### src/rtl/timer8_pkg.sv
/*
  Constants shared by the quad 8-bit timer: register byte offsets, field
  positions, reset values and selector codes.
  Assumes an 8-bit register port with byte addresses.
*/
package timer8_pkg;
  localparam int NCH = 4;
  localparam logic [7:0] CTRL_OFS [NCH] = '{8'h80, 8'h81, 8'h90, 8'h91};
  localparam logic [7:0] CSR_OFS [NCH] = '{8'h82, 8'h83, 8'h92, 8'h93};
  localparam logic [7:0] CONST_A_OFS [NCH] = '{8'h84, 8'h85, 8'h94, 8'h95};
  localparam logic [7:0] CONST_B_OFS [NCH] = '{8'h86, 8'h87, 8'h96, 8'h97};
  localparam logic [7:0] COUNT_OFS [NCH] = '{8'h88, 8'h89, 8'h98, 8'h99};
  localparam logic [7:0] IRQ_STATUS_LO_OFS = 8'hA0;
  localparam logic [7:0] IRQ_STATUS_HI_OFS = 8'hA1;
  localparam logic [7:0] IRQ_MASK_LO_OFS = 8'hA2;
  localparam logic [7:0] IRQ_MASK_HI_OFS = 8'hA3;

  localparam int CTRL_MATCH_B_IE = 7;
  localparam int CTRL_MATCH_A_IE = 6;
  localparam int CTRL_OVF_IE = 5;
  localparam int CTRL_CLR_LSB = 3;
  localparam int CTRL_CKS_LSB = 0;
  localparam int CSR_MATCH_B_FLAG = 7;
  localparam int CSR_MATCH_A_FLAG = 6;
  localparam int CSR_OVF_FLAG = 5;
  localparam int CSR_FUNC_BIT = 4;
  localparam int CSR_OIS_LSB = 2;
  localparam int CSR_OS_LSB = 0;

  localparam logic [7:0] CTRL_RESET = 8'h00;
  localparam logic [7:0] CSR_RESET = 8'h00;
  localparam logic [7:0] CONST_RESET = 8'hFF;
  localparam logic [7:0] COUNT_RESET = 8'h00;
  localparam logic [7:0] COUNT_MAX = 8'hFF;

  localparam logic [2:0] CKS_STOP = 3'h0;
  localparam logic [2:0] CKS_DIV8 = 3'h1;
  localparam logic [2:0] CKS_DIV64 = 3'h2;
  localparam logic [2:0] CKS_DIV8192 = 3'h3;
  localparam logic [2:0] CKS_CASCADE = 3'h4;
  localparam logic [2:0] CKS_EXT_FALL = 3'h5;
  localparam logic [2:0] CKS_EXT_RISE = 3'h6;
  localparam logic [2:0] CKS_EXT_BOTH = 3'h7;
  localparam int PRE_W = 13;
  localparam int DIV8_BITS = 3;
  localparam int DIV64_BITS = 6;

  localparam logic [1:0] CLR_NONE = 2'h0;
  localparam logic [1:0] CLR_MATCH_A = 2'h1;
  localparam logic [1:0] CLR_MATCH_B_CAP = 2'h2;
  localparam logic [1:0] CLR_CAP_ONLY = 2'h3;

  localparam logic [1:0] OUT_KEEP = 2'h0;
  localparam logic [1:0] OUT_LOW = 2'h1;
  localparam logic [1:0] OUT_HIGH = 2'h2;
  localparam logic [1:0] OUT_TOGGLE = 2'h3;

  localparam logic [1:0] EDGE_FALL = 2'h1;
  localparam logic [1:0] EDGE_RISE = 2'h2;
  localparam logic [1:0] EDGE_BOTH = 2'h3;
endpackage

### src/rtl/timer_chan_if.sv
/*
  Bundle between the timer top and one counter channel.
  Assumes both ends run on the same clock.
*/
`timescale 1ns/1ps
interface timer_chan_if;
  logic tick;
  logic cap_ev;
  logic cap_mode;
  logic wr_cnt;
  logic wr_a;
  logic wr_b;
  logic [1:0] clr_sel;
  logic [1:0] act_a;
  logic [1:0] act_b;
  logic [7:0] wdata;
  logic [7:0] cnt;
  logic [7:0] cor_a;
  logic [7:0] cor_b;
  logic match_a;
  logic match_b;
  logic ovf;
  logic pin_out;
  modport ctrl (output tick, cap_ev, cap_mode, wr_cnt, wr_a, wr_b, clr_sel, act_a, act_b, wdata,
                input cnt, cor_a, cor_b, match_a, match_b, ovf, pin_out);
  modport chan (input tick, cap_ev, cap_mode, wr_cnt, wr_a, wr_b, clr_sel, act_a, act_b, wdata,
                output cnt, cor_a, cor_b, match_a, match_b, ovf, pin_out);
endinterface

### src/rtl/timer_channel.sv
/*
  One 8-bit counter channel: counter, two constant registers, compare,
  clearing, capture into constant B and the compare-driven output level.
  Assumes tick and cap_ev are single-cycle pulses in the core clock domain.
*/
`timescale 1ns/1ps
module timer_channel
  import timer8_pkg::*;
(
  input wire logic core_clk_i,
  input wire logic reset_n_i,
  timer_chan_if.chan bus
);
  logic [7:0] cnt_reg;
  logic [7:0] cor_a_reg;
  logic [7:0] cor_b_reg;
  logic match_a_reg;
  logic match_b_reg;
  logic ovf_reg;
  logic out_reg;

  // A match fires on the count edge that leaves the matching value, so
  // clearing on match gives a period of constant plus one.
  wire hit_a = bus.tick && (cnt_reg == cor_a_reg);
  wire hit_b = bus.tick && !bus.cap_mode && (cnt_reg == cor_b_reg);
  wire clr = ((bus.clr_sel == CLR_MATCH_A) && hit_a) ||
             ((bus.clr_sel == CLR_MATCH_B_CAP) && (hit_b || bus.cap_ev)) ||
             ((bus.clr_sel == CLR_CAP_ONLY) && bus.cap_ev);
  wire wrap = bus.tick && (cnt_reg == COUNT_MAX) && !clr;
  wire [1:0] sel_a = hit_a ? bus.act_a : OUT_KEEP;
  wire [1:0] sel_b = (hit_b && !bus.cap_mode) ? bus.act_b : OUT_KEEP;
  wire do_tog = (sel_a == OUT_TOGGLE) || (sel_b == OUT_TOGGLE);
  wire do_set = (sel_a == OUT_HIGH) || (sel_b == OUT_HIGH);
  wire do_low = (sel_a == OUT_LOW) || (sel_b == OUT_LOW);
  wire out_next = do_tog ? !out_reg : do_set ? 1'b1 : do_low ? 1'b0 : out_reg;
  // Clearing beats a software write, and a write beats the increment.
  wire [7:0] cnt_next = clr ? COUNT_RESET : bus.wr_cnt ? bus.wdata :
                        bus.tick ? 8'(cnt_reg + 8'h01) : cnt_reg;
  wire [7:0] cor_a_next = bus.wr_a ? bus.wdata : cor_a_reg;
  // A capture wins over a software write to constant B.
  wire [7:0] cor_b_next = bus.cap_ev ? cnt_reg : bus.wr_b ? bus.wdata : cor_b_reg;

  always_ff @(posedge core_clk_i) begin
    if (!reset_n_i) begin
      cnt_reg <= COUNT_RESET;
      cor_a_reg <= CONST_RESET;
      cor_b_reg <= CONST_RESET;
      match_a_reg <= 1'b0;
      match_b_reg <= 1'b0;
      ovf_reg <= 1'b0;
      out_reg <= 1'b0;
    end else begin
      cnt_reg <= cnt_next;
      cor_a_reg <= cor_a_next;
      cor_b_reg <= cor_b_next;
      match_a_reg <= hit_a;
      match_b_reg <= hit_b || bus.cap_ev;
      ovf_reg <= wrap;
      out_reg <= out_next;
    end
  end

  assign bus.cnt = cnt_reg;
  assign bus.cor_a = cor_a_reg;
  assign bus.cor_b = cor_b_reg;
  assign bus.match_a = match_a_reg;
  assign bus.match_b = match_b_reg;
  assign bus.ovf = ovf_reg;
  assign bus.pin_out = out_reg;
endmodule

### src/rtl/quad_eight_bit_timer.sv
/*
  Four-channel 8-bit timer in two cascadable groups, with register port,
  prescaler, pin synchronisers, capture, A/D trigger and interrupts.
  Assumes a single 25 MHz core clock; all pins are asynchronous to it.
*/
// The implementer's own choice: strobed register access.
`timescale 1ns/1ps
module quad_eight_bit_timer
  import timer8_pkg::*;
(
  input wire logic core_clk_i,
  input wire logic reset_n_i,
  input wire logic [7:0] addr_i,
  input wire logic [7:0] wdata_i,
  input wire logic wr_i,
  input wire logic rd_i,
  output logic [7:0] rdata_o,
  input wire logic ext_clk_in_a_i,
  input wire logic ext_clk_in_b_i,
  input wire logic ext_clk_in_c_i,
  input wire logic ext_clk_in_d_i,
  output logic match_out_pin0_o,
  output logic match_out_pin2_o,
  input wire logic match_out_capture_in_pin1_i,
  output logic match_out_capture_in_pin1_o,
  output logic match_out_capture_in_pin1_oe_n_o,
  input wire logic match_out_capture_in_pin3_i,
  output logic match_out_capture_in_pin3_o,
  output logic match_out_capture_in_pin3_oe_n_o,
  output logic adc_trigger_o,
  output logic [7:0] irq_req_o,
  output logic irq_o
);
  logic [7:0] ctrl_reg [NCH];
  logic [7:0] csr_reg [NCH];
  logic [PRE_W-1:0] pre_reg;
  logic [5:0] sync1_reg;
  logic [5:0] sync2_reg;
  logic [5:0] prev_reg;
  logic [11:0] irq_status_reg;
  logic [11:0] irq_mask_reg;
  logic [7:0] rdata_reg;
  logic adc_reg;
  logic [7:0] pin_out_reg;

  timer_chan_if chb [NCH] ();

  // Prescaler taps each give one pulse per divided period.
  wire p8 = &pre_reg[DIV8_BITS-1:0];
  wire p64 = &pre_reg[DIV64_BITS-1:0];
  wire p8192 = &pre_reg;

  // Bits 3:0 are the external clocks of channels 0..3, bits 5:4 the
  // capture pins of channels 1 and 3.
  wire [5:0] pin_raw = {match_out_capture_in_pin3_i, match_out_capture_in_pin1_i,
                        ext_clk_in_b_i, ext_clk_in_d_i, ext_clk_in_a_i, ext_clk_in_c_i};
  wire [5:0] rise = sync2_reg & ~prev_reg;
  wire [5:0] fall = ~sync2_reg & prev_reg;

  always_ff @(posedge core_clk_i) begin
    if (!reset_n_i) begin
      pre_reg <= '0;
      sync1_reg <= '0;
      sync2_reg <= '0;
      prev_reg <= '0;
    end else begin
      pre_reg <= PRE_W'(pre_reg + 1'b1);
      sync1_reg <= pin_raw;
      sync2_reg <= sync1_reg;
      prev_reg <= sync2_reg;
    end
  end

  wire [11:0] ev_all;
  wire [7:0] rd_acc [NCH+1];
  wire [NCH-1:0] req_a;
  wire [NCH-1:0] req_b;
  wire [NCH-1:0] req_v;
  assign rd_acc[0] = 8'h00;

  genvar g;
  generate
    for (g = 0; g < NCH; g++) begin : gen_ch
      wire sel_ctrl = addr_i == CTRL_OFS[g];
      wire sel_csr = addr_i == CSR_OFS[g];
      wire sel_a = addr_i == CONST_A_OFS[g];
      wire sel_b = addr_i == CONST_B_OFS[g];
      wire sel_cnt = addr_i == COUNT_OFS[g];
      wire wr_ctrl = wr_i && sel_ctrl;
      wire wr_csr = wr_i && sel_csr;
      wire [2:0] cks = ctrl_reg[g][CTRL_CKS_LSB +: 3];
      wire [1:0] ois = csr_reg[g][CSR_OIS_LSB +: 2];
      wire casc;
      wire cap_pin_ev;
      wire cap_mode;

      if (g % 2 == 0) begin : gen_upper
        // The upper channel counts the lower one's overflow and captures
        // together with it, giving a 16-bit counter and capture.
        assign casc = chb[g+1].ovf;
        assign cap_mode = chb[g+1].cap_mode && (cks == CKS_CASCADE);
        assign cap_pin_ev = chb[g+1].cap_ev && (cks == CKS_CASCADE);
        assign chb[g].act_b = ois;
      end else begin : gen_lower
        wire r = rise[4 + g/2];
        wire f = fall[4 + g/2];
        assign casc = chb[g-1].match_a;
        assign cap_mode = csr_reg[g][CSR_FUNC_BIT];
        assign cap_pin_ev = cap_mode && (((ois == EDGE_RISE) && r) ||
                            ((ois == EDGE_FALL) && f) || ((ois == EDGE_BOTH) && (r || f)));
        assign chb[g].act_b = cap_mode ? OUT_KEEP : ois;
      end

      assign chb[g].tick = (cks == CKS_DIV8) ? p8 :
                           (cks == CKS_DIV64) ? p64 :
                           (cks == CKS_DIV8192) ? p8192 :
                           (cks == CKS_CASCADE) ? casc :
                           (cks == CKS_EXT_FALL) ? fall[g] :
                           (cks == CKS_EXT_RISE) ? rise[g] :
                           (cks == CKS_EXT_BOTH) ? (rise[g] || fall[g]) : 1'b0;
      assign chb[g].cap_ev = cap_pin_ev;
      assign chb[g].cap_mode = cap_mode;
      assign chb[g].clr_sel = ctrl_reg[g][CTRL_CLR_LSB +: 2];
      assign chb[g].act_a = csr_reg[g][CSR_OS_LSB +: 2];
      assign chb[g].wr_cnt = wr_i && sel_cnt;
      assign chb[g].wr_a = wr_i && sel_a;
      assign chb[g].wr_b = wr_i && sel_b;
      assign chb[g].wdata = wdata_i;

      timer_channel u_chan (
        .core_clk_i(core_clk_i),
        .reset_n_i(reset_n_i),
        .bus(chb[g])
      );

      // Status flags: a new event wins over a clearing write of zero.
      wire [2:0] flag_set = {chb[g].match_b, chb[g].match_a, chb[g].ovf};
      wire [2:0] flag_keep = wr_csr ? wdata_i[7:5] : 3'h7;
      wire [2:0] flag_next = flag_set | (csr_reg[g][7:5] & flag_keep);
      wire [4:0] low_next = wr_csr ? wdata_i[4:0] : csr_reg[g][4:0];

      always_ff @(posedge core_clk_i) begin
        if (!reset_n_i) begin
          ctrl_reg[g] <= CTRL_RESET;
          csr_reg[g] <= CSR_RESET;
        end else begin
          if (wr_ctrl) begin
            ctrl_reg[g] <= wdata_i;
          end
          csr_reg[g] <= {flag_next, low_next};
        end
      end

      assign ev_all[g*3 +: 3] = flag_set;
      assign req_a[g] = csr_reg[g][CSR_MATCH_A_FLAG] && ctrl_reg[g][CTRL_MATCH_A_IE];
      assign req_b[g] = csr_reg[g][CSR_MATCH_B_FLAG] && ctrl_reg[g][CTRL_MATCH_B_IE];
      assign req_v[g] = csr_reg[g][CSR_OVF_FLAG] && ctrl_reg[g][CTRL_OVF_IE];

      wire [7:0] rd_ch = sel_ctrl ? ctrl_reg[g] :
                         sel_csr ? csr_reg[g] :
                         sel_a ? chb[g].cor_a :
                         sel_b ? chb[g].cor_b :
                         sel_cnt ? chb[g].cnt : 8'h00;
      assign rd_acc[g+1] = rd_acc[g] | rd_ch;
    end

    // Per group: upper channel match A and match B own a line each, the
    // lower channel's two matches share one, and both overflows share one.
    for (g = 0; g < 2; g++) begin : gen_vec
      assign irq_req_o[4*g] = req_a[2*g];
      assign irq_req_o[4*g+1] = req_b[2*g];
      assign irq_req_o[4*g+2] = req_a[2*g+1] || req_b[2*g+1];
      assign irq_req_o[4*g+3] = req_v[2*g] || req_v[2*g+1];
    end
  endgenerate

  // Summary interrupt: sticky copies of all twelve events, cleared by
  // writing ones, gated by a mask of the same layout.
  wire wr_st_lo = wr_i && (addr_i == IRQ_STATUS_LO_OFS);
  wire wr_st_hi = wr_i && (addr_i == IRQ_STATUS_HI_OFS);
  wire wr_mk_lo = wr_i && (addr_i == IRQ_MASK_LO_OFS);
  wire wr_mk_hi = wr_i && (addr_i == IRQ_MASK_HI_OFS);
  wire [11:0] w1c = {wr_st_hi ? wdata_i[3:0] : 4'h0, wr_st_lo ? wdata_i : 8'h00};
  wire [11:0] irq_status_next = ev_all | (irq_status_reg & ~w1c);
  wire [11:0] irq_mask_next = {wr_mk_hi ? wdata_i[3:0] : irq_mask_reg[11:8],
                               wr_mk_lo ? wdata_i : irq_mask_reg[7:0]};

  wire [7:0] rd_irq = (addr_i == IRQ_STATUS_LO_OFS) ? irq_status_reg[7:0] :
                      (addr_i == IRQ_STATUS_HI_OFS) ? {4'h0, irq_status_reg[11:8]} :
                      (addr_i == IRQ_MASK_LO_OFS) ? irq_mask_reg[7:0] :
                      (addr_i == IRQ_MASK_HI_OFS) ? {4'h0, irq_mask_reg[11:8]} : 8'h00;
  wire [7:0] rd_mux = rd_acc[NCH] | rd_irq;

  // Channels 0 and 2 carry the trigger enable in their function bit.
  wire adc_next = (csr_reg[0][CSR_FUNC_BIT] && chb[0].match_a) ||
                  (csr_reg[2][CSR_FUNC_BIT] && chb[2].match_a);

  always_ff @(posedge core_clk_i) begin
    if (!reset_n_i) begin
      irq_status_reg <= '0;
      irq_mask_reg <= '0;
      rdata_reg <= 8'h00;
      adc_reg <= 1'b0;
    end else begin
      irq_status_reg <= irq_status_next;
      irq_mask_reg <= irq_mask_next;
      rdata_reg <= rd_i ? rd_mux : 8'h00;
      adc_reg <= adc_next;
    end
  end

  assign rdata_o = rdata_reg;
  assign adc_trigger_o = adc_reg;
  assign irq_o = |(irq_status_reg & irq_mask_reg);

  // Pin levels already come from the channel output flops.
  assign match_out_pin0_o = chb[0].pin_out;
  assign match_out_pin2_o = chb[2].pin_out;
  assign match_out_capture_in_pin1_o = chb[1].pin_out;
  assign match_out_capture_in_pin3_o = chb[3].pin_out;
  // A pin in capture use is released so the outside can drive it.
  assign match_out_capture_in_pin1_oe_n_o = chb[1].cap_mode;
  assign match_out_capture_in_pin3_oe_n_o = chb[3].cap_mode;
endmodule

### config.mk
export PLATFORM = sky130hd
export DESIGN_NAME = quad_eight_bit_timer
export DESIGN_NICKNAME = d
export VERILOG_FILES = /design/src/rtl/timer8_pkg.sv /design/src/rtl/timer_chan_if.sv /design/src/rtl/timer_channel.sv /design/src/rtl/quad_eight_bit_timer.sv
export SDC_FILE = /design/constraint.sdc
export NUM_CORES = 1
export LEC_CHECK = 0
export BUFFER_PORTS_ARGS = -buffer_cell sky130_fd_sc_hd__buf_2
export CAP_MARGIN = 20
export CORE_ASPECT_RATIO = 1.25
export CORE_MARGIN = 2
export CORE_UTILIZATION = 60
export DETAILED_ROUTE_END_ITERATION = 12
export GPL_TIMING_DRIVEN = 0
export PLACE_DENSITY = 0.78
export SETUP_SLACK_MARGIN = 0.3
export SLEW_MARGIN = 20
export SYNTH_ARGS = -nofsm -noshare
export SYNTH_HDL_FRONTEND = slang
export SYNTH_SLANG_ARGS = --single-unit
### constraint.sdc
create_clock -name core_clk_i -period 5.7 [get_ports core_clk_i]
set_input_delay 0 -clock core_clk_i [delete_from_list [all_inputs] [get_ports core_clk_i]]
set_output_delay 0 -clock core_clk_i [all_outputs]
set_load 0.03 [all_outputs]
; ---- Word level (Yosys, flattened, before mapping)
; Memory sizes are Yosys's and may differ from the RTL's.
; Index checks and enable logic that the tools add are counted.
[word_totals]
output_inout_bits = 24
latch_bits = 0
romBits = 0
n_memories = 2
regBits = 176
inputBits = 26
ram_bits = 64
[op_classes]
n_lt_le_gt_ge = 0
n_addsub = 5
n_bitwise = 29
n_mul = 0
n_reduce_logical = 158
n_div = 0
n_mux = 122
shifts = 0
n_eq_ne = 106
[mem_list]
columns = memory, words, word_bits, read_ports, rd_ports_with_merged_regs, write_ports, line_no
row1 = csr_reg, 4, 8, 4, 0, 4, quad_eight_bit_timer.sv:35  ; logic [7:0] csr_reg [NCH];
row2 = ctrl_reg, 4, 8, 4, 0, 4, quad_eight_bit_timer.sv:34  ; logic [7:0] ctrl_reg [NCH];
[op_table]
columns = op, count
row1 = 2-to-1 mux 8 bit, 48
row2 = "== test 8 bit, second input constant", 28
row3 = logical AND 1 bit, 86
row4 = == test 8 bit, 8
row5 = "== test 2 bit, second input constant", 28
row6 = 2-to-1 mux 1 bit, 54
row7 = "== test 3 bit, second input constant", 16
row8 = logical OR 1 bit, 39
row9 = "adder 8 x 1 -> 8 bit, second input constant", 4
row10 = bitwise OR 8 bit, 4
row11 = "== test 2 x 1 -> 1 bit, second input constant", 14
row12 = AND 12 bit, 2
row13 = "== test 3 x 2 -> 1 bit, second input constant", 8
row14 = 2-to-1 mux 2 bit, 10
row15 = 2-to-1 mux 5 bit, 4
row16 = nonzero test 2 bit, 8
row17 = "adder 13 x 1 -> 13 bit, second input constant", 1
row18 = AND reduction 13 bit, 1
row19 = AND 3 bit, 4
row20 = AND 6 bit, 2
row21 = "== test 3 x 1 -> 1 bit, second input constant", 4
row22 = logical NOT 1 bit, 12
row23 = 2-to-1 mux 3 bit, 4
row24 = NOT 12 bit, 1
row25 = 12 further kinds, 30

; ---- Depth between registers and ports, before layout
[depth]
ltp_word = 19
depth_mapped = 11
depth_no_buf = 9

; ---- Hierarchy
; From an unflattened synthesis, not the netlist that was laid out.
[hier_totals]
hier_cells = 1459
area_unflattened_um2 = 13292.7
[by_module_without_submodules]
columns = mod, area_per_inst_um2, seq_area_each_um2, cells_per_inst, instances
row1 = quad_eight_bit_timer, 7352.1, 2882.8, 791, 1
row2 = timer_channel, 1485.2, 560.5, 167, 4

; ---- Least setup slack after synthesis
; OpenSTA, ideal clock, no wires.
[synth_path]
path_kind = register to register
from = reg pre_reg[0]
to = reg gen_ch[2].u_chan.cnt_reg[6]
period_less_slack_ns = 2.308
t_arrival_ns = 2.169
setup_slack_ns = 3.392
path_stages_with_launch = 10
path_buffers = 1
required_ns = 5.561
cell_sequence = dfxtp_1 > ha_1 > ha_1 > nor4bb_1 > a311o_1 > or3_1 > buf_4 > and4_4 > nor3b_2 > nor4_4
[synth_between]
elab_chain_cells = 11
elab_cells_between_ends = 16
[synth_lines]
columns = item, line_no
row1 = start: declaration, quad_eight_bit_timer.sv:36  ; logic [PRE_W-1:0] pre_reg;
row2 = start signal: assignment, quad_eight_bit_timer.sv:67  ; pre_reg <= PRE_W'(pre_reg + 1'b1);
row3 = AND reduction 13 bit, quad_eight_bit_timer.sv:51  ; wire p8192 = &pre_reg;
row4 = 2-to-1 mux 1 bit, quad_eight_bit_timer.sv:116  ; (cks == CKS_DIV8192) ? p8192 :
row5 = 2-to-1 mux 1 bit, quad_eight_bit_timer.sv:115  ; (cks == CKS_DIV64) ? p64 :
row6 = 2-to-1 mux 1 bit (*), quad_eight_bit_timer.sv:114  ; assign chb[g].tick = (cks == CKS_DIV8) ? p8 :
row7 = logical AND 1 bit (2 in a row), timer_channel.sv:25  ; wire hit_b = bus.tick && !bus.cap_mode && (cnt_reg == cor_b_reg);
row8 = logical OR 1 bit, timer_channel.sv:27  ; ((bus.clr_sel == CLR_MATCH_B_CAP) && (hit_b || bus.cap_ev)) ||
row9 = logical AND 1 bit, timer_channel.sv:27
row10 = logical OR 1 bit, timer_channel.sv:26  ; wire clr = ((bus.clr_sel == CLR_MATCH_A) && hit_a) ||
row11 = logical OR 1 bit, timer_channel.sv:27
row12 = OR reduction 2 bit (no line), n/a
row13 = end signal: assignment, timer_channel.sv:53  ; cnt_reg <= cnt_next;
row14 = end: declaration, timer_channel.sv:14  ; logic [7:0] cnt_reg;
; Mark *: on every way between the ends. The rest lies on a longest branch, timed or not.
; A chain may end at the register's enable or synchronous reset.

; ---- Worst setup path after layout
[layout_path]
from = reg pre_reg[0]
to = reg gen_ch[0].u_chan.ovf_reg
[layout_between]
elab_chain_cells = 12
elab_cells_between_ends = 17
[layout_lines]
columns = item, line_no
row1 = AND reduction 13 bit, quad_eight_bit_timer.sv:51
row2 = 2-to-1 mux 1 bit, quad_eight_bit_timer.sv:116
row3 = 2-to-1 mux 1 bit, quad_eight_bit_timer.sv:115
row4 = 2-to-1 mux 1 bit (*), quad_eight_bit_timer.sv:114
row5 = logical AND 1 bit (2 in a row), timer_channel.sv:25
row6 = logical OR 1 bit, timer_channel.sv:27
row7 = logical AND 1 bit, timer_channel.sv:27
row8 = logical OR 1 bit, timer_channel.sv:26
row9 = logical OR 1 bit, timer_channel.sv:27
row10 = logical NOT 1 bit, timer_channel.sv:29  ; wire wrap = bus.tick && (cnt_reg == COUNT_MAX) && !clr;
row11 = logical AND 1 bit (*), timer_channel.sv:29
row12 = end signal: assignment, timer_channel.sv:58  ; ovf_reg <= wrap;
row13 = end: declaration, timer_channel.sv:19  ; logic ovf_reg;
; Marked as above.

==> out/metrics.csv <==
metric;value;unit
ff_latch_area;5120;µm²
h-tree-depth;1;
dr_total_vias;11946;
min_period_over_period;55.9;%
clock_latency;0.55;ns
die_height;166;µm
multi_input_area;6840;µm²
leakage;5.43;nW
finalPower;3.82;mW
synth_ff_type;dfxtp_1;
mostFrequentLayoutCells;dfxtp_1, nand2_1, nor2_1;
grt_pass1_wl;68.4;mm
routed.top_layer;met4;
synthMuxAreaShare;7.97;%
fp.dieW;133;µm
grt_max_degree;16;
cts_sinks;240;
pin_count;50;
finalCriticalPeriod;3.18;ns
synthAdderAreaFrac;1.80;%
clockRootBuffer;clkbuf_16;
final_common_cell;dfxtp_1;
synthXorXnorAreaFrac;6.99;%
cellPowerDensity;270;nW/µm²
fp.coreArea;20700;µm²
drv_slew;0;
yosys_register_bits;240;
avgRoutedWirePerCell;25.2;µm
cp_data_required_time;6.03;ns
wl_met1;17.6;mm
synth_compound_area_share;14.7;%
peakVddDrop;0.317;mV
drc_errors;0;
vias_per_cell;6.47;
placementRows;59;
ant_nets;0;
yosys.area_share.simple;23.1;%
timing.fmax;314;MHz
clk_path_buf_depth;3;
met3_length;4.99;mm
synth.avg_cell_area;8.55;µm²
wl_met2;20.4;mm
num_antenna_cells;0;
antenna_found_initial;1;
synth_fp_nets;1508;
num-nets-final;1597;
worst_pin_slew;1.18;ns
outcome;complete, no violations;
place_ws;2.65;ns
slew_headroom;21.1;%
cp_max_fo;9;
drv_cap;0;
grt_pass1_vias;11227;
dp_hpwl;33.5;mm
setup_tns;0;ns
wirelength;46.5;mm
synth_area;12500;µm²
rsz0062_at_grt;no;
hold_viol_final;0;
numCtsBuffers;25;
portBuffers;45;
crit_arrival;3.52;ns
cts.repair.resized;0;
fin_ws;2.52;ns
clk_pin_slew;0.07;ns
holdCritPathClass;in -> reg;
yosys_warnings;0;
dr.pass1.iters;6;
cts_tree;done;
skew;0.0258;ns
place_congestion;1.00;
setup_viol;0;
async_flop_share;0;%
synth_top_family_by_area;simple AND/OR/NAND/NOR gates;
grt-ovfl-total;0;
area_delta_synth_final;12.9;%
crit_type;reg -> reg;
synth_seq_area_share;40.9;%
netlist-cell-type-count;77;
dr.first_iter.drc_count;1612;
synth_edf_count;32;
start_kind;register;
layout-drive-gt1-share;9.29;%
synthCells;1464;
fillers;1734;
start_util;60.6;%
grt_use_total;41.6;%
crit_path_end_kind;register;
dieArea;22100;µm²
==> cells by family (layout without fill, tap and decap cells) <==
logic type	count (synthesis)	count (layout)
buffers and inverters	141	249
adder cells (fa/ha/maj)	18	18
AO/OA/AOI/OAI	265	265
XOR/XNOR	100	100
multiplexers	97	97
AND/OR/NAND/NOR	603	603
flip-flops	240	240
==> path summary, 6_finish.rpt <==
| kind | from | end | slack, ns | cells past startpoint |
|---|---|---|---|---|
| worst max register to register | pre_reg[0] | gen_ch[0].u_chan.bus.ovf | 2.52 | 8 |
| worst max-delay path | pre_reg[0] | gen_ch[0].u_chan.bus.ovf | 2.52 | 8 |
| worst min register to register | sync1_reg[5] | sync2_reg[5] | 0.43 | 1 |
| worst min-delay path | reset_n_i | gen_ch[2].u_chan.bus.cnt[0] | 0.04 | 3 |
==> area by class of cell <==
| type | count | area share, % |
|---|---|---|
| inverters | 33 | 0.876 |
| multi-input cells | 1083 | 48.3 |
| well taps | 274 | 2.42 |
| repair buffers | 62 | 2.80 |
| clock inverters | 17 | 1.50 |
| flip-flops and latches | 240 | 36.2 |
| clock buffers | 29 | 4.74 |
| plain buffers | 108 | 3.10 |
==> per-layer routing <==
layer | vias to the layer above | GRT usage, %
met5 | - | 0
met4 | 0 | 25.9
met3 | 221 | 8.61
met2 | 803 | 66.4
met1 | 5599 | 51.8
li1 | 5323 | -
==> synth_stat cells, drive strengths merged, types with 23 or more instances <==
cell type | number | area share (%)
nor3 | 23 | 1.1
a21oi | 58 | 2.3
xnor2 | 72 | 5.0
a211oi | 32 | 2.0
clkbuf | 86 | 2.6
edfxtp | 32 | 7.7
mux2i | 75 | 6.0
a22oi | 40 | 2.4
o21ai | 44 | 1.8
inv | 33 | 0.99
dfxtp | 208 | 33
and2 | 58 | 2.9
nand4 | 25 | 1.2
nand2 | 205 | 6.2
nand3 | 78 | 3.2
nor2 | 139 | 4.2
xor2 | 28 | 2.0
==> per-stage QoR <==
stage / std cells / instance area, µm² / util, % / hold slack (ns)
floorplan: 1464 / 12500 / - / 0.127
global placement: 1783 / 13100 / 63.3 / 0.205
detailed placement: 1783 / 13100 / 63.3 / 0.209
CTS: 1846 / 14100 / 68.4 / 0.00374
global route: 1846 / 14100 / 68.4 / 0.0310
finish: 1846 / 14100 / 68.4 / 0.0388
==> timing repair <==
item                                   in CTS  in global routing
endpoints found under the hold margin      32                  0
setup buffers                               0                  0
hold buffers                               17                  0
==> critical path, cell delays in order, from the launching register on <==
cell and delay [ns]:
dfxtp_1 0.37, ha_1 0.19, nand3_1 0.15, nor2_1 0.52
a311oi_1 0.21, a221oi_2 0.57, nand4b_1 0.17, o2111ai_1 0.49
nor3_1 0.30
==> power by group <==
group          leakage (nW)  internal, mW  switching [mW]  total, mW
Sequential             1.99          1.74          0.0233       1.76
Clock                 0.431          1.03           0.745       1.78
Combinational          3.01        0.0818           0.200      0.282
(Power assumes the default switching activity.)
